`config.mk`:
```
export PLATFORM = sky130hd
export DESIGN_NAME = pad_port_ctrl
export DESIGN_NICKNAME = d
export VERILOG_FILES = /design/src/common/pad_port_pkg.sv /design/src/pad_port_ctrl.sv
export SDC_FILE = /design/constraint.sdc
export NUM_CORES = 1
export LEC_CHECK = 0
export BUFFER_PORTS_ARGS = -buffer_cell sky130_fd_sc_hd__buf_4
export CELL_PAD_IN_SITES_DETAIL_PLACEMENT = 0
export CELL_PAD_IN_SITES_GLOBAL_PLACEMENT = 1
export CORE_UTILIZATION = 45
export CTS_BUF_LIST = sky130_fd_sc_hd__clkbuf_2 sky130_fd_sc_hd__clkbuf_4 sky130_fd_sc_hd__clkbuf_8
export DETAILED_ROUTE_END_ITERATION = 12
export PLACE_DENSITY_LB_ADDON = 0.3
export SLEW_MARGIN = 20
export SYNTH_ARGS = -nofsm -noshare
export SYNTH_HDL_FRONTEND = slang
export SYNTH_SLANG_ARGS = --single-unit
```
`constraint.sdc`:
```
create_clock -name core_clk -period 4.8 [get_ports core_clk]
set_input_delay 0.24 -clock core_clk [delete_from_list [all_inputs] [get_ports core_clk]]
set_output_delay 0.24 -clock core_clk [all_outputs]
set_load 0.05 [all_outputs]
```
`src/common/pad_port_pkg.sv`:
```
// package: register selects, field layouts, reset values and oscillator codes for pad/port A logic
package pad_port_pkg;
	// register select codes on the special-function register port
	localparam logic [3:0] SEL_NONE       = 4'h0;
	localparam logic [3:0] SEL_PORT_PINS  = 4'h1;
	localparam logic [3:0] SEL_PORT_DIR   = 4'h2;
	localparam logic [3:0] SEL_PORT_LATCH = 4'h3;
	localparam logic [3:0] SEL_INT_CTRL_TWO = 4'h4;
	localparam logic [3:0] SEL_PORT_G       = 4'h5;
	localparam logic [3:0] SEL_WDOG_CTRL    = 4'h6;
	localparam logic [3:0] SEL_TIMER1_LOW   = 4'h7;
	localparam logic [3:0] SEL_TIMER1_HIGH  = 4'h8;
	localparam logic [3:0] SEL_TIMER1_CTRL  = 4'h9;
	localparam logic [3:0] SEL_TIMER2_COUNT = 4'hA;
	localparam logic [3:0] SEL_ANALOG0    = 4'hB;

	// field positions
	localparam int PULLUP_B_BIT   = 7;
	localparam int PULLUP_D_BIT   = 7;
	localparam int PULLUP_E_BIT   = 6;
	localparam int PULLUP_J_BIT   = 5;
	localparam int SHARED_SEL_BIT = 4;
	localparam int PARALLEL_TTL_BIT = 0;
	localparam int TIMER0_PIN     = 4;

	// writable masks and reset values
	localparam logic [7:0] CAPTURE_OD_MASK  = 8'h1F;
	localparam logic [7:0] SERIAL_OD_MASK   = 8'h03;
	localparam logic [7:0] SPI_OD_MASK      = 8'h03;
	localparam logic [7:0] PAD_BUF_MASK     = 8'h01;
	localparam logic [7:0] OD_RESET         = 8'h00;
	localparam logic [7:0] DIR_RESET        = 8'hFF;
	localparam logic [7:0] LATCH_RESET      = 8'h00;
	localparam logic [7:0] ANALOG_RESET     = 8'h00;
	localparam logic [7:0] INT_CTRL_TWO_RESET = 8'hFF;
	localparam logic [7:0] PORT_G_UP_RESET    = 8'h00;
	localparam logic [7:0] WDOG_CTRL_RESET    = 8'h00;
	localparam logic [7:0] UPPER_PORT_MASK  = 8'hE0;
	localparam logic [7:0] LOW_PORT_MASK    = 8'h3F;
	localparam logic [1:0] QUARTER_DIV_LAST = 2'h1;

	// oscillator mode codes
	localparam logic [2:0] OSC_INT_PLL_CLKOUT = 3'h3;
	localparam logic [2:0] OSC_INT_PLL_IO     = 3'h2;
	localparam logic [2:0] OSC_INT_CLKOUT     = 3'h1;
	localparam logic [2:0] OSC_INT_IO         = 3'h0;

	typedef struct packed {
		logic [3:0] sel;
		logic       wr;
		logic [7:0] wdata;
	} sfr_req_t;

	typedef struct packed {
		logic [7:0] out;
		logic [7:0] oe;
	} pad_drive_t;
endpackage

```
`src/pad_port_ctrl.sv`:
```
// pad configuration registers and first general-purpose port control
`timescale 1ns/10ps
//
// Behaviour
// weak pull-ups on four ports
// port B enable control-two bit 7, others G<7:5>
// port J enable only on large package
// open-drain only on listed peripheral outputs
// shared select bit gates open-drain registers
// pad register replaces timer2 when selected
// bit 0 selects TTL for parallel port
// capture open-drain bits 4:0, rest zero
// serial open-drain bits 1:0, rest zero
// spi open-drain bits 1:0, rest zero
// six-bit port, direction and latch
// reset makes pins 5,3:0 analog, read zero
// analog config chooses analog or digital
// direction bits still drive analog pins
// pin 4 Schmitt, others TTL push-pull
// external oscillator hides pins 6,7
// internal codes choose clock-out or I/O
// pin 6 clock out at quarter rate
// pins 6,7 bits defined only as I/O
// port read gives pins, write sets latch
// direction one input, zero drives latch
// open-drain drives low only
// pull-up only while pin is input
module pad_port_ctrl
	import pad_port_pkg::*;
#(
	parameter bit LARGE_PACKAGE = 1'b1
)(
	// clock, reset, enable
	input  wire logic       core_clk,
	input  wire logic       rst,
	input  wire logic       clkEn,
	// special-function register port
	input  wire sfr_req_t   sfrReq,
	output logic [7:0]      sfrRdata,
	output logic            sfrHit,
	// configuration and oscillator
	input  wire logic [2:0] oscillator_mode_code,
	// first port pads
	input  wire logic [7:0] padIn,
	output pad_drive_t      padDrive,
	output logic [5:0]      pullupEnA,
	output logic            timer0_clock_input,
	// open-drain gating for peripheral outputs
	input  wire logic [4:0] captureOut,
	input  wire logic [1:0] serialOut,
	input  wire logic [1:0] spiOut,
	output logic [4:0]      captureOe,
	output logic [1:0]      serialOe,
	output logic [1:0]      spiOe,
	input  wire logic [4:0] captureDirOut,
	input  wire logic [1:0] serialDirOut,
	input  wire logic [1:0] spiDirOut,
	// pull-up and buffer controls to other ports, and the pin 4 Schmitt select
	output logic            port_b_pullup_enable_n,
	output logic            port_d_pullup_enable,
	output logic            port_e_pullup_enable,
	output logic            port_j_pullup_enable,
	output logic            parallel_port_ttl_select,
	output logic            schmittSelA4
);

	////////////////////////////////////////////////////////////////////////
	logic [7:0] captureOd_r, serialOd_r, spiOd_r, padBuf_r;
	logic [7:0] dir_r, latch_r, analog_r, intCtrlTwo_r, portGUp_r, wdogCtrl_r;
	logic [7:0] pinSync1_r, pinSync2_r;
	logic [7:0] rdata_nxt;
	logic [1:0] quarterDiv_r;
	logic       quarterClk_r;

	wire logic shared_register_select = wdogCtrl_r[SHARED_SEL_BIT];
	wire logic wrEn   = clkEn & sfrReq.wr;
	wire logic internal_oscillator_mode = ~oscillator_mode_code[2];
	// pin 6 gives clock out for odd internal codes
	wire logic pin6ClkOut = internal_oscillator_mode & oscillator_mode_code[0];
	wire logic pin6Io = internal_oscillator_mode & ~oscillator_mode_code[0];
	wire logic pin7Io = internal_oscillator_mode;
	wire logic [7:0] ioMask = {pin7Io, pin6Io, LOW_PORT_MASK[5:0]};
	// analog bit 1 = digital; pin 4 has no analog function
	wire logic [7:0] digMask = {2'b11, analog_r[4], 1'b1, analog_r[3:0]};
	wire logic [7:0] dirView = dir_r & ioMask;
	wire logic [7:0] latchView = latch_r & ioMask;
	wire logic [7:0] pinView = pinSync2_r & ioMask & digMask;

	wire logic selOd1 = shared_register_select & (sfrReq.sel == SEL_TIMER1_LOW);
	wire logic selOd2 = shared_register_select & (sfrReq.sel == SEL_TIMER1_HIGH);
	wire logic selOd3 = shared_register_select & (sfrReq.sel == SEL_TIMER1_CTRL);
	wire logic selPad = shared_register_select & (sfrReq.sel == SEL_TIMER2_COUNT);
	wire logic selAn  = shared_register_select & (sfrReq.sel == SEL_ANALOG0);
	wire logic selPins  = sfrReq.sel == SEL_PORT_PINS;
	wire logic selDir   = sfrReq.sel == SEL_PORT_DIR;
	wire logic selLatch = sfrReq.sel == SEL_PORT_LATCH;
	wire logic selIc2   = sfrReq.sel == SEL_INT_CTRL_TWO;
	wire logic selPg    = sfrReq.sel == SEL_PORT_G;
	wire logic selWdt   = sfrReq.sel == SEL_WDOG_CTRL;
	wire logic [7:0] pgMask = LARGE_PACKAGE ? UPPER_PORT_MASK
		: (UPPER_PORT_MASK & ~(8'h01 << PULLUP_J_BIT));

	////////////////////////////////////////////////////////////////////////
	// registers; shared-space ones answer only with the select bit set
	always_ff @(posedge core_clk)
	begin
		if (rst)
		begin
			captureOd_r <= OD_RESET;
			serialOd_r  <= OD_RESET;
			spiOd_r     <= OD_RESET;
			padBuf_r    <= OD_RESET;
			dir_r       <= DIR_RESET;
			latch_r     <= LATCH_RESET;
			analog_r    <= ANALOG_RESET;
			intCtrlTwo_r <= INT_CTRL_TWO_RESET;
			portGUp_r    <= PORT_G_UP_RESET;
			wdogCtrl_r   <= WDOG_CTRL_RESET;
		end
		else if (wrEn)
		begin
			if (selOd1)
				captureOd_r <= sfrReq.wdata & CAPTURE_OD_MASK;
			if (selOd2)
				serialOd_r <= sfrReq.wdata & SERIAL_OD_MASK;
			if (selOd3)
				spiOd_r <= sfrReq.wdata & SPI_OD_MASK;
			if (selPad)
				padBuf_r <= sfrReq.wdata & PAD_BUF_MASK;
			if (selAn)
				analog_r <= sfrReq.wdata;
			if (selDir)
				dir_r <= sfrReq.wdata;
			if (selPins | selLatch)
				latch_r <= sfrReq.wdata;
			if (selIc2)
				intCtrlTwo_r <= sfrReq.wdata;
			if (selPg)
				portGUp_r <= sfrReq.wdata & pgMask;
			if (selWdt)
				wdogCtrl_r <= sfrReq.wdata;
		end
	end

	// two-stage pin synchroniser
	always_ff @(posedge core_clk)
	begin
		if (rst)
		begin
			pinSync1_r <= 8'h00;
			pinSync2_r <= 8'h00;
		end
		else if (clkEn)
		begin
			pinSync1_r <= padIn;
			pinSync2_r <= pinSync1_r;
		end
	end

	// quarter-rate clock: toggles every two cycles of core clock
	always_ff @(posedge core_clk)
	begin
		if (rst)
		begin
			quarterDiv_r <= 2'h0;
			quarterClk_r <= 1'b0;
		end
		else if (clkEn)
		begin
			quarterDiv_r <= (quarterDiv_r == QUARTER_DIV_LAST) ? 2'h0 : quarterDiv_r + 2'h1;
			if (quarterDiv_r == QUARTER_DIV_LAST)
				quarterClk_r <= ~quarterClk_r;
		end
	end

	////////////////////////////////////////////////////////////////////////
	// read mux; unshared addresses belong to timers, so no hit here
	always_comb
	begin
		rdata_nxt = 8'h00;
		unique case (1'b1)
			selOd1:   rdata_nxt = captureOd_r;
			selOd2:   rdata_nxt = serialOd_r;
			selOd3:   rdata_nxt = spiOd_r;
			selPad:   rdata_nxt = padBuf_r;
			selAn:    rdata_nxt = analog_r;
			selPins:  rdata_nxt = pinView;
			selDir:   rdata_nxt = dirView;
			selLatch: rdata_nxt = latchView;
			selIc2:   rdata_nxt = intCtrlTwo_r;
			selPg:    rdata_nxt = portGUp_r;
			selWdt:   rdata_nxt = wdogCtrl_r;
			default:  rdata_nxt = 8'h00;
		endcase
	end

	always_ff @(posedge core_clk)
	begin
		if (rst)
		begin
			sfrRdata <= 8'h00;
			sfrHit   <= 1'b0;
		end
		else if (clkEn)
		begin
			sfrRdata <= rdata_nxt;
			sfrHit   <= selOd1 | selOd2 | selOd3 | selPad | selAn | selPins | selDir
				| selLatch | selIc2 | selPg | selWdt;
		end
	end

	////////////////////////////////////////////////////////////////////////
	// port A drivers: direction keeps control even in analog use
	genvar i;
	generate
		for (i = 0; i < 8; i++)
		begin : g_pad
			if (i == 6)
			begin : g_p6
				assign padDrive.out[i] = pin6ClkOut ? quarterClk_r : latch_r[i];
				assign padDrive.oe[i]  = pin6ClkOut | (pin6Io & ~dir_r[i]);
			end
			else if (i == 7)
			begin : g_p7
				assign padDrive.out[i] = latch_r[i];
				assign padDrive.oe[i]  = pin7Io & ~dir_r[i];
			end
			else
			begin : g_plain
				assign padDrive.out[i] = latch_r[i];
				assign padDrive.oe[i]  = ~dir_r[i];
			end
		end
	endgenerate

	assign timer0_clock_input = pinSync2_r[TIMER0_PIN];
	assign schmittSelA4       = 1'b1;
	assign pullupEnA          = 6'h00;

	////////////////////////////////////////////////////////////////////////
	// open-drain: drive only while the output is low
	assign captureOe = captureDirOut & ~(captureOd_r[4:0] & captureOut);
	assign serialOe  = serialDirOut & ~(serialOd_r[1:0] & serialOut);
	assign spiOe     = spiDirOut & ~(spiOd_r[1:0] & spiOut);

	// pull-up enables; target ports drop them per pin while driving
	assign port_b_pullup_enable_n = intCtrlTwo_r[PULLUP_B_BIT];
	assign port_d_pullup_enable   = portGUp_r[PULLUP_D_BIT];
	assign port_e_pullup_enable   = portGUp_r[PULLUP_E_BIT];
	assign port_j_pullup_enable   = portGUp_r[PULLUP_J_BIT];
	assign parallel_port_ttl_select = padBuf_r[PARALLEL_TTL_BIT];

endmodule // pad_port_ctrl

```
==> summary.md, run 1 <==
| Metric | Value |
|---|---|
| Final slew viol count | 0 |
| Initial antenna violation count | 0 |
| Post-Syn Area per Cell | between 9 and 10 sq um |
| Setup tns final | 0 ns |
| R2R Path End | analog_r[3] |
| Setup ws final | 2.79 ns |
| Gr usage total | 0.234 |
| Maximum VDD drop | 0.149 mV |
| Non-filler cells, final | 592 |
| Arrival time worst endpoint | about 2.2 ns |
| Reg2Reg Depth | 4 |
| Postcts setup bufs | 0 |
| Setup CP Type | reg2reg |
| Row count | 33 |
| Ys Warns | 0 |
| CTS H-tree lvls | 3 |
| Total Die Area | 9010 sq um |
| # port buffers | 83 |
| Starting Density | 0.468 |
| Reg2Reg Setup Slack | 2.79 ns |
| CTS buffer count | 9 |
| Net Sw Power | a little under 400 uW |
| Min cycle time layout | between 2 and 2.5 ns |
| Crit. Startpoint | wdogCtrl_r[4] |
| WP data required | roughly 5 ns |
| Worst path depth | 4 |
| Final setup skew | roughly 0.0089 ns |
| Worst slew margin | 0.465 |
| WP buf/inv | 0 |
| 1st-iter DRT viols | ~180 |
| Fillers | 759 |
| Dpl hpwl | approximately 7000 microns |
| Synthesized cell area | between 3000 and 4000 sq um |
| Area occupied by multi-input gates | 1990 sq um |
| Largest buffer count on any clock path | 2 |
| Largest net degree at the start of global routing | 65 |
| Area delta synth->final | 18.5% |
| Status | complete, no violations |
| Max Cap Violations | 0 |
| Worst slew pin tran | ~0.80 ns |
| Global placement routability congestion | slightly below 0.8 |
| First-pass GRT wire length | roughly 16000 microns |
| Share of power burned in registers | 0.501 |
| Post-cts resize count | 0 |
| Post-synthesis sequential area ratio | 0.417 |
| Final Hold Viols | 0 |
| DRT antenna net count | 0 |
| FF/Latch Area | roughly 1600 sq um |
| Crit-path slowest cell | or4b_1 |
| DR WL/cell | approximately 17 microns |
| Leakage | around 0.002 uW |
| Setup WS pre-CTS | around 2.6 ns |
| PD cells | around 300 nW/um^2 |
| RSZ-0062 raised after global routing | no |
| Largest area contributor in the netlist | dfxtp_1 |
| GRT overflow | 0 |
| Vias | ~3300 |
| Vias in the first global route | between 3000 and 4000 |
| Number of clock sinks | 81 |
| Setup crit end | analog_r[3] |
| CTS tree | done |
| Hold path start | padIn[5] |
| Max stage delay on crit path | about 0.79 ns |
| Antenna cell count | 0 |
| CTS root buf | clkbuf_8 |
| DRT Pass-1 Iters | 4 |
| Critical-path cell list | nand2_1 > or4b_1 > mux2i_1 > nor2_1 |
| Post-Route WL | about 10000 microns |
| Cell family with most CP delay | simple AND/OR/NAND/NOR gates |
| Post-Place Cell Area | about 4400 sq um |
| Number of remaining DRC errors | 0 |
| Top-area cell type share of the netlist area | 0.417 |
| F_max | roughly 0.5 GHz |
| EDFF count, synth | 0 |
| Clock network power share | 0.369 |
| Critical R2R Launch | wdogCtrl_r[4] |
| Nets | about 530 |
| # placed instances | approximately 580 |
| Crit. End Element | flop |
| Cell Int Power | 991 uW |
| Switching fraction of total power | 0.282 |
| Final period utilization | 0.418 |
| Hold buffers post-CTS | 0 |
| Gate count of the mapped netlist | about 420 |
| Min-Delay Path Class | in2reg |
| Maximum fanout along the worst path | 10 |
| Cell with the most instances after synthesis | dfxtp_1 |
| Vias/cell | between 5 and 6 |
| Cell variety after synth | ~60 |
| Ys flop type | dfxtp_1 |
| Clock transition at the registers of the reported paths | around 0.09 ns |
| # setup viols final | 0 |
| Skew-Pair Late Insertion Delay | around 0.35 ns |
| IO Count | 92 |
| Register bit count reported by yosys | 81 |
| Design Area, Final | 4610 sq um |
| Ys async rst share | 0 |
| Die Ht | 94.9 microns |
| Logic pwr share | 0.130 |
| Ratio of cells with drive above 1 in the final layout | 0.240 |
| Synth cell count leaders | 81 x dfxtp_1, 63 x nor2_1, 57 x mux2i_1 |
| CP startpoint kind | flop |
| Die X | 94.9 microns |
| Top area cells in the synthesized netlist | dfxtp_1 42%, mux2i_1 15%, nor2_1 6.1%, nand2_1 3.3%, buf_4 2.9% |
| Core ar. | 8300 sq um |
worst min path at each step:
| stage | slack [ns] | end | cells after the start |
|---|---|---|---|
| 6_report | 0.12 | pinSync1_r[5] | 3 |
| 5_1_grt | 0.10 | pinSync1_r[5] | 3 |
| 4_1_cts | 0.10 | pinSync1_r[5] | 3 |
| 3_5_place_dp | 0.46 | intCtrlTwo_r[1] | 2 |
| 3_3_place_gp | 0.45 | intCtrlTwo_r[6] | 2 |
| 2_1_floorplan | 0.36 | intCtrlTwo_r[2] | 2 |
worst min-delay path: stages:
cell and delay (ns):
buf_4 0.07, mux2i_1 0.05, nor2_1 0.07
cell type report:
| type | instances | share of cell area |
|---|---|---|
| clock buffer | 9 | 0.0269 |
| clock inverter | 7 | 0.0168 |
| inverter | 11 | 0.00896 |
| multi-input combinational | 296 | 0.432 |
| sequential | 81 | 0.352 |
| tap | 105 | 0.0285 |
| timing repair buffer | 83 | 0.135 |
power by group through the flow:
stage | logic (uW) | registers (uW) | clock network [uW]
2_1_floorplan | 117 | 711 | 0
3_3_place_gp | 177 | 707 | 0
3_5_place_dp | 179 | 707 | 0
4_1_cts | 180 | 691 | 521
5_1_grt | 191 | 693 | 550
6_report | 179 | 691 | 509
state kept, by name, summed over array words and instances, names as in the netlist:
signal        cells
analog_r          8
dir_r             8
intCtrlTwo_r      8
latch_r           8
pinSync1_r        8
pinSync2_r        8
sfrRdata          8
wdogCtrl_r        8
captureOd_r       5
portGUp_r         3
quarterDiv_r      2
serialOd_r        2
spiOd_r           2
padBuf_r          1
quarterClk_r      1
sfrHit            1
placed cells by master, fill, tap and decap left out, types with 3 or more instances in the layout:
master      count
nor3b_1         3
nand3_1        12
mux2i_1        57
dfxtp_1        81
a311oi_1        6
o21ai_0         8
clkbuf_8        9
mux2_2          3
clkinvlp_4      4
a21oi_1        12
a22oi_1         3
conb_1          7
nor2b_1         7
nand2_1        34
nor2_1         63
inv_1           8
and3_1          3
a21o_1          4
o211ai_1        6
a21boi_0       10
nand3b_1        7
nand2b_1        3
a221oi_1        7
buf_4          83
through the flow:
stage          total power [uW]  utilization  hold WS [ns]
2_1_floorplan               828            -         0.364
3_3_place_gp                884        0.531         0.451
3_5_place_dp                886        0.531         0.460
4_1_cts                    1390        0.555         0.104
5_1_grt                    1430        0.555         0.103
6_report                   1380        0.555         0.115
metal layers:
| layer | GRT usage | wire length (microns) |
|---|---|---|
| met5 | 0 | 0 |
| met4 | 0.0833 | 120 |
| met3 | 0.0539 | 661 |
| met2 | 0.373 | 4740 |
| met1 | 0.310 | 4660 |
cells by family (layout without fill, tap and decap cells):
kind of cell | after synthesis | in the layout | synth area share
xor gates and xnor gates | 1 | 1 | 0.00225
buffers and inverters | 52 | 110 | 0.0760
AOI/OAI and AO/OA | 71 | 71 | 0.137
and+or+nand+nor | 157 | 157 | 0.210
other | 2 | 7 | 0.00193
muxes | 60 | 60 | 0.155
DFF | 81 | 81 | 0.417
No activity file was read; power rests on OpenSTA's default activity.
==> inputs of run 2 (changes only) <==
--- a/config.mk
+++ b/config.mk
@@ -8,7 +8,7 @@
 export BUFFER_PORTS_ARGS = -buffer_cell sky130_fd_sc_hd__buf_4
 export CELL_PAD_IN_SITES_DETAIL_PLACEMENT = 0
 export CELL_PAD_IN_SITES_GLOBAL_PLACEMENT = 1
-export CORE_UTILIZATION = 45
+export CORE_UTILIZATION = 38
 export CTS_BUF_LIST = sky130_fd_sc_hd__clkbuf_2 sky130_fd_sc_hd__clkbuf_4 sky130_fd_sc_hd__clkbuf_8
 export DETAILED_ROUTE_END_ITERATION = 12
 export PLACE_DENSITY_LB_ADDON = 0.3
==> constraint.sdc (replaced) <==
create_clock -name core_clk -period 1.7 [get_ports core_clk]
set_input_delay 0.085 -clock core_clk [delete_from_list [all_inputs] [get_ports core_clk]]
set_output_delay 0.085 -clock core_clk [all_outputs]
set_load 0.05 [all_outputs]
==> run 2 against run 1 <==
Worst hold slack got worse by 0.097 ns. Non-clock buffer count rose by 39. Core utilization decreased by 4.7 points. Routed wire length grew 3.9%. Final area is 8.7% higher. Power grew to 3.1 times the previous value. Critical path type unchanged.
==> summary.md, run 2 (synthesis results as in run 1) <==
| Metric | Value |
|---|---|
| Arrival time worst endpoint | 1.78 ns (was 2.22 ns) |
| Max stage delay on crit path | 0.41 ns (was 0.79 ns) |
| Cell family with most CP delay | compound AO/OA/AOI/OAI gates (was simple AND/OR/NAND/NOR gates) |
| Final slew viol count | 0 (unchanged) |
| F_max | 0.658 GHz (was 0.498 GHz) |
| Gr usage total | 0.208 (was 0.234) |
| WP buf/inv | 2 (was 0) |
| Min cycle time layout | 1.52 ns (was 2.01 ns) |
| Commonest non-fill, non-tap cells in the layout | 112 x buf_4, 80 x dfxtp_1, 63 x nor2_1 (was 83 x buf_4, 81 x dfxtp_1, 63 x nor2_1) |
| CTS buffer count | 9 (unchanged) |
| Commonest non-fill, non-tap cell in the layout | buf_4 (unchanged) |
| Starting Density | 0.394 (was 0.468) |
| Max Cap Violations | 0 (unchanged) |
| Row count | 36 (was 33) |
| WP data required | 1.96 ns (was 5.01 ns) |
| Area delta synth->final | 28.9% (was 18.5%) |
| IO Count | 92 (unchanged) |
| Crit. End Element | flop (unchanged) |
| # port buffers | 83 (unchanged) |
| Largest net degree at the start of global routing | 28 (was 65) |
| DRT antenna net count | 0 (unchanged) |
| Dpl hpwl | 7620 microns (was 6960 microns) |
| Total Die Area | 10600 sq um (was 9010 sq um) |
| Skew-Pair Late Insertion Delay | 0.36 ns (was 0.35 ns) |
| Maximum VDD drop | 0.462 mV (was 0.149 mV) |
| Final Hold Viols | 0 (unchanged) |
| Clock transition at the registers of the reported paths | 0.09 ns (about the same) |
| Final period utilization | 0.893 (was 0.418) |
| Setup tns final | 0 ns (unchanged) |
| Nets | 566 (was 527) |
| Final setup skew | 0.00711 ns (was 0.00892 ns) |
| CP startpoint kind | flop (unchanged) |
| Vias/cell | 5.17 (was 5.57) |
| Min-Delay Path Class | in2reg (unchanged) |
| DR WL/cell | 16.1 microns (was 17.2 microns) |
| Initial antenna violation count | 0 (unchanged) |
| DRT Pass-1 Iters | 4 (unchanged) |
| CTS H-tree lvls | 3 (unchanged) |
| Setup WS pre-CTS | 0.110 ns (was 2.64 ns) |
| Hold WS | 0.0178 ns (was 0.115 ns) |
| Antenna cell count | 0 (unchanged) |
| Core ar. | 9860 sq um (was 8300 sq um) |
| Global placement routability congestion | 0.815 (was 0.791) |
| Die X | 103 microns (was 94.9 microns) |
| CTS root buf | clkbuf_8 (unchanged) |
| # setup viols final | 0 (unchanged) |
| Vias in the first global route | 3046 (was 3066) |
| Largest buffer count on any clock path | 2 (unchanged) |
| First-pass GRT wire length | 16400 microns (was 15800 microns) |
| Status | complete, no violations (unchanged) |
| Final Util | 0.508 (was 0.555) |
| Number of clock sinks | 81 (unchanged) |
| Fillers | 942 (was 759) |
| PD cells | 841 nW/um^2 (was 299 nW/um^2) |
| GRT overflow | 0 (unchanged) |
| FF/Latch Area | 1620 sq um (about the same) |
| Setup CP Type | reg2reg (unchanged) |
| Critical-path cell list | and4b_1 > a2111oi_4 > buf_4 > inv_2 > a221oi_1 (was nand2_1 > or4b_1 > mux2i_1 > nor2_1) |
| CTS tree | done (unchanged) |
| Tot Pwr | 4210 uW (was 1380 uW) |
| Leakage | 0.00227 uW (was 0.00205 uW) |
| Number of remaining DRC errors | 0 (unchanged) |
| RSZ-0062 raised after global routing | no (unchanged) |
| Die Ht | 103 microns (was 94.9 microns) |
| 1st-iter DRT viols | 210 (was 183) |
| Vias | 3409 (was 3295) |
| Post-Route WL | 10600 microns (was 10200 microns) |
| Area occupied by multi-input gates | 1990 sq um (unchanged) |
| Maximum fanout along the worst path | 8 (was 10) |
| Crit-path slowest cell | dfxtp_2 (was or4b_1) |
| Ratio of cells with drive above 1 in the final layout | 0.281 (was 0.240) |
| Setup ws final | 0.181 ns (was 2.79 ns) |
## run 2: changes by cell type in the layout (fill, tap and decap cells not counted), sizes merged
cell and delta:
buf +30, dlygate4sd3 +9, inv -1, bufinv +2, clkinvlp -3, clkinv +2
## run 2: tightest hold or removal path, stage by stage
cell     delay, ns
buf_4         0.14
nand2_1       0.06
a21oi_1       0.05
## run 2: report_power, final
part	switching [uW]	total, uW	internal [uW]	leakage [uW]
logic	338	557	219	0.00149
registers	21.1	1950	1930	0.000657
clock network	729	1700	975	0.000120
total	1090	4210	3130	0.00227
## run 2: final timing paths
check                                      from              end  slack (ns)  cells past startpoint
worst max-delay path              wdogCtrl_r[4]      sfrRdata[7]        0.18                      5
worst min-delay path                  sfrReq[7]     portGUp_r[7]        0.02                      3
worst max register to register    wdogCtrl_r[4]      sfrRdata[7]        0.18                      5
worst min register to register  intCtrlTwo_r[6]  intCtrlTwo_r[6]        0.47                      2
## run 2: layout make-up
cell class / count / area share
tap: 133 / 0.0332
timing repair buffer: 122 / 0.190
inverter: 11 / 0.00824
clock inverter: 7 / 0.0232
sequential: 81 / 0.324
multi-input combinational: 296 / 0.397
clock buffer: 9 / 0.0247
## run 2: timing repair
action | in CTS | in global routing
resized for setup | 0 | 1
buffers inserted | 0 | 0
hold buffers | 9 | 0
endpoints found under the setup margin | 0 | 2
hold endpoints to repair | 9 | 0
## run 2: metrics by stage
step / area [sq um] / std cells
2_1_floorplan: 3910 / 429
3_3_place_gp: 4680 / 634
3_5_place_dp: 4680 / 634
4_1_cts: 5010 / 659
5_1_grt: 5010 / 659
6_report: 5010 / 659
## run 2: per-layer routing
layer | vias to the layer above | wire [microns] | track usage
li1 | 1675 | - | -
met1 | 1631 | 4950 | 0.276
met2 | 94 | 5050 | 0.344
met3 | 9 | 486 | 0.0475
met4 | 0 | 98 | 0.0488
met5 | - | 0 | 0
==> inputs of run 3 (changes only) <==
--- a/config.mk
+++ b/config.mk
@@ -8,10 +8,12 @@
 export BUFFER_PORTS_ARGS = -buffer_cell sky130_fd_sc_hd__buf_4
 export CELL_PAD_IN_SITES_DETAIL_PLACEMENT = 0
 export CELL_PAD_IN_SITES_GLOBAL_PLACEMENT = 1
+export CORE_ASPECT_RATIO = 0.9
 export CORE_UTILIZATION = 38
 export CTS_BUF_LIST = sky130_fd_sc_hd__clkbuf_2 sky130_fd_sc_hd__clkbuf_4 sky130_fd_sc_hd__clkbuf_8
 export DETAILED_ROUTE_END_ITERATION = 12
-export PLACE_DENSITY_LB_ADDON = 0.3
+export GPL_ROUTABILITY_DRIVEN = 1
+export PLACE_DENSITY = 0.9
 export SLEW_MARGIN = 20
 export SYNTH_ARGS = -nofsm -noshare
 export SYNTH_HDL_FRONTEND = slang
==> run 3 against run 2 <==
Sequential cell count did not move. Die area barely moved. Clock skew grew 0.0029 ns. Combinational power about the same. Critical endpoint is now sfrRdata[2]. Setup slack worse by 0.037 ns. Final cell count is 1.4% lower.
==> summary.md, run 3 (synthesis results as in run 1) <==
| Metric | Value |
|---|---|
| Status | complete, no violations (unchanged) |
| WP data required | 1.97 ns (was 1.96 ns) |
| Max Cap Violations | 0 (unchanged) |
| CTS root buf | clkbuf_8 (unchanged) |
| Dpl hpwl | 7550 microns (was 7620 microns) |
| Maximum fanout along the worst path | 8 (unchanged) |
| Core ar. | 9780 sq um (was 9860 sq um) |
| Vias | 3427 (was 3409) |
| Number of clock sinks | 81 (unchanged) |
| Nets | 564 (was 566) |
| Leakage | 0.00225 uW (was 0.00227 uW) |
| GR Util met2 | 0.332 (was 0.344) |
| Worst slew pin tran | between 0.6 and 0.7 ns |
| Vias in the first global route | 3273 (was 3046) |
| PD cells | 802 nW/um^2 (was 841 nW/um^2) |
| Largest net degree at the start of global routing | 64 (was 28) |
| Worst slew margin | 0.572 |
| Initial antenna violation count | 0 (unchanged) |
| Fillers | 937 (was 942) |
| RSZ-0062 raised after global routing | no (unchanged) |
| CTS H-tree lvls | 3 (unchanged) |
| Skew-Pair Late Insertion Delay | 0.36 ns (about the same) |
| Reg2Reg Depth | 5 (unchanged) |
| R2R Path End | sfrRdata[2] (was sfrRdata[7]) |
| Antenna cell count | 0 (unchanged) |
| Gr usage total | 0.204 (was 0.208) |
| Crit. End Element | flop (unchanged) |
| CTS tree | done (unchanged) |
| Share of power burned in registers | 0.491 (was 0.463) |
| Row count | 34 (was 36) |
| GRT met3 Usage | 0.0381 (was 0.0475) |
| Postcts setup bufs | 0 (unchanged) |
| F_max | 0.643 GHz (was 0.658 GHz) |
| Final period utilization | 0.915 (was 0.893) |
| DRT antenna net count | 0 (unchanged) |
| Final Hold Viols | 0 (unchanged) |
| Final setup skew | 0.0100 ns (was 0.00711 ns) |
| 1st-iter DRT viols | 183 (was 210) |
| Total Die Area | 10600 sq um (about the same) |
| # setup viols final | 0 (unchanged) |
| Vias/cell | 5.27 (was 5.17) |
| Critical R2R Launch | wdogCtrl_r[4] (unchanged) |
| CP startpoint kind | flop (unchanged) |
| Post-Route WL | 10500 microns (was 10600 microns) |
| Largest buffer count on any clock path | 2 (unchanged) |
| Logic pwr share | 0.139 (was 0.132) |
| Starting Density | 0.397 (was 0.394) |
| Net Sw Power | 1050 uW (was 1090 uW) |
| Die X | 109 microns (was 103 microns) |
| Setup CP Type | reg2reg (unchanged) |
| First-pass GRT wire length | 16800 microns (was 16400 microns) |
| Commonest non-fill, non-tap cell in the layout | buf_4 (unchanged) |
| CTS buffer count | 9 (unchanged) |
| # port buffers | 83 (unchanged) |
| IO Count | 92 (unchanged) |
| Area occupied by multi-input gates | 1990 sq um (unchanged) |
| Arrival time worst endpoint | 1.82 ns (was 1.78 ns) |
| Setup tns final | 0 ns (unchanged) |
| Maximum VDD drop | 0.499 mV (was 0.462 mV) |
| GRT overflow | 0 (unchanged) |
| Met1 Track Usage GR | 0.278 (was 0.276) |
| Global placement routability congestion | 0.863 (was 0.815) |
| Min-Delay Path Class | in2reg (unchanged) |
| Switching fraction of total power | 0.265 (was 0.258) |
| Hold Path Sink | intCtrlTwo_r[7] (was portGUp_r[7]) |
| FF/Latch Area | 1620 sq um (unchanged) |
| Clock network power share | 0.370 (was 0.405) |
| DR WL/cell | 16.2 microns (was 16.1 microns) |
| Reg2Reg Setup Slack | 0.14 ns (was 0.18 ns) |
| Hold Path Stages | 3 (unchanged) |
| Area delta synth->final | 27.6% (was 28.9%) |
| Ratio of cells with drive above 1 in the final layout | 0.277 (was 0.281) |
| Hold path start | sfrReq[7] (unchanged) |
| DRT Pass-1 Iters | 5 (was 4) |
| Clock transition at the registers of the reported paths | 0.08 ns (was 0.09 ns) |
| Number of remaining DRC errors | 0 (unchanged) |
| Final slew viol count | 0 (unchanged) |
| Cell Int Power | 2920 uW (was 3130 uW) |
| Tot Pwr | 3980 uW (was 4210 uW) |
| GR peak layer | met2 (unchanged) |
| Commonest non-fill, non-tap cells in the layout | 109 x buf_4, 80 x dfxtp_1, 63 x nor2_1 (was 112 x buf_4, 80 x dfxtp_1, 63 x nor2_1) |
| Die Ht | 98.0 microns (was 103 microns) |
| Min cycle time layout | 1.56 ns (was 1.52 ns) |
==> run 3: power groups by stage <==
stage | clock network, uW | logic (uW) | registers, uW
after floorplan | 0 | 331 | 2010
after global placement | 0 | 528 | 2000
after detailed placement | 0 | 534 | 2000
after CTS | 1500 | 554 | 1950
after global routing | 1560 | 593 | 1960
final | 1470 | 554 | 1950
==> run 3: cell type report <==
class,count,share of cell area
Tap cell,126,0.0318
Multi-Input combinational cell,296,0.401
Clock inverter,4,0.0103
Timing Repair Buffer,120,0.189
Inverter,11,0.00832
Clock buffer,12,0.0320
Sequential cell,81,0.327
==> run 3: critical path, cell delays in order (launching register included) <==
cell	delay [ns]
dfxtp_2	0.40
and4b_1	0.24
a2111oi_4	0.26
buf_4	0.23
a21oi_1	0.06
a311oi_1	0.27
==> run 3: worst max-delay path by stage <==
stage | startpoint | to | depth (start not counted)
floorplan | captureOd_r[1] | captureOe[1] | 1
global placement | sfrReq[10] | sfrRdata[7] | 6
detailed placement | sfrReq[10] | sfrRdata[7] | 6
CTS | wdogCtrl_r[4] | analog_r[6] | 5
global route | wdogCtrl_r[4] | analog_r[6] | 5
finish | wdogCtrl_r[4] | sfrRdata[2] | 5
==> run 3: timing repair <==
| item | CTS | global route |
|---|---|---|
| gates resized for setup | 0 | 1 |
| setup endpoints to repair | 0 | 8 |
| hold buffers | 10 | 0 |
| endpoints found under the hold margin | 10 | 0 |
==> run 3: routing by layer <==
layer  part of all wire  vias up
met3              0.059       14
met1               0.47     1608
li1                   -     1672
met4              0.014        0
met2               0.46      133
met5                  0        -
==> run 3: stage by stage <==
stage,setup WS [ns],utilization,cell area [sq um],instances,hold WS (ns)
floorplan,0.193,-,3910,429,0.209
global placement,0.0795,0.475,4650,624,0.324
detailed placement,0.0587,0.475,4650,624,0.329
CTS,0.0720,0.507,4960,650,0.00379
global route,0.0455,0.507,4960,650,0.0103
finish,0.144,0.507,4960,650,0.00653
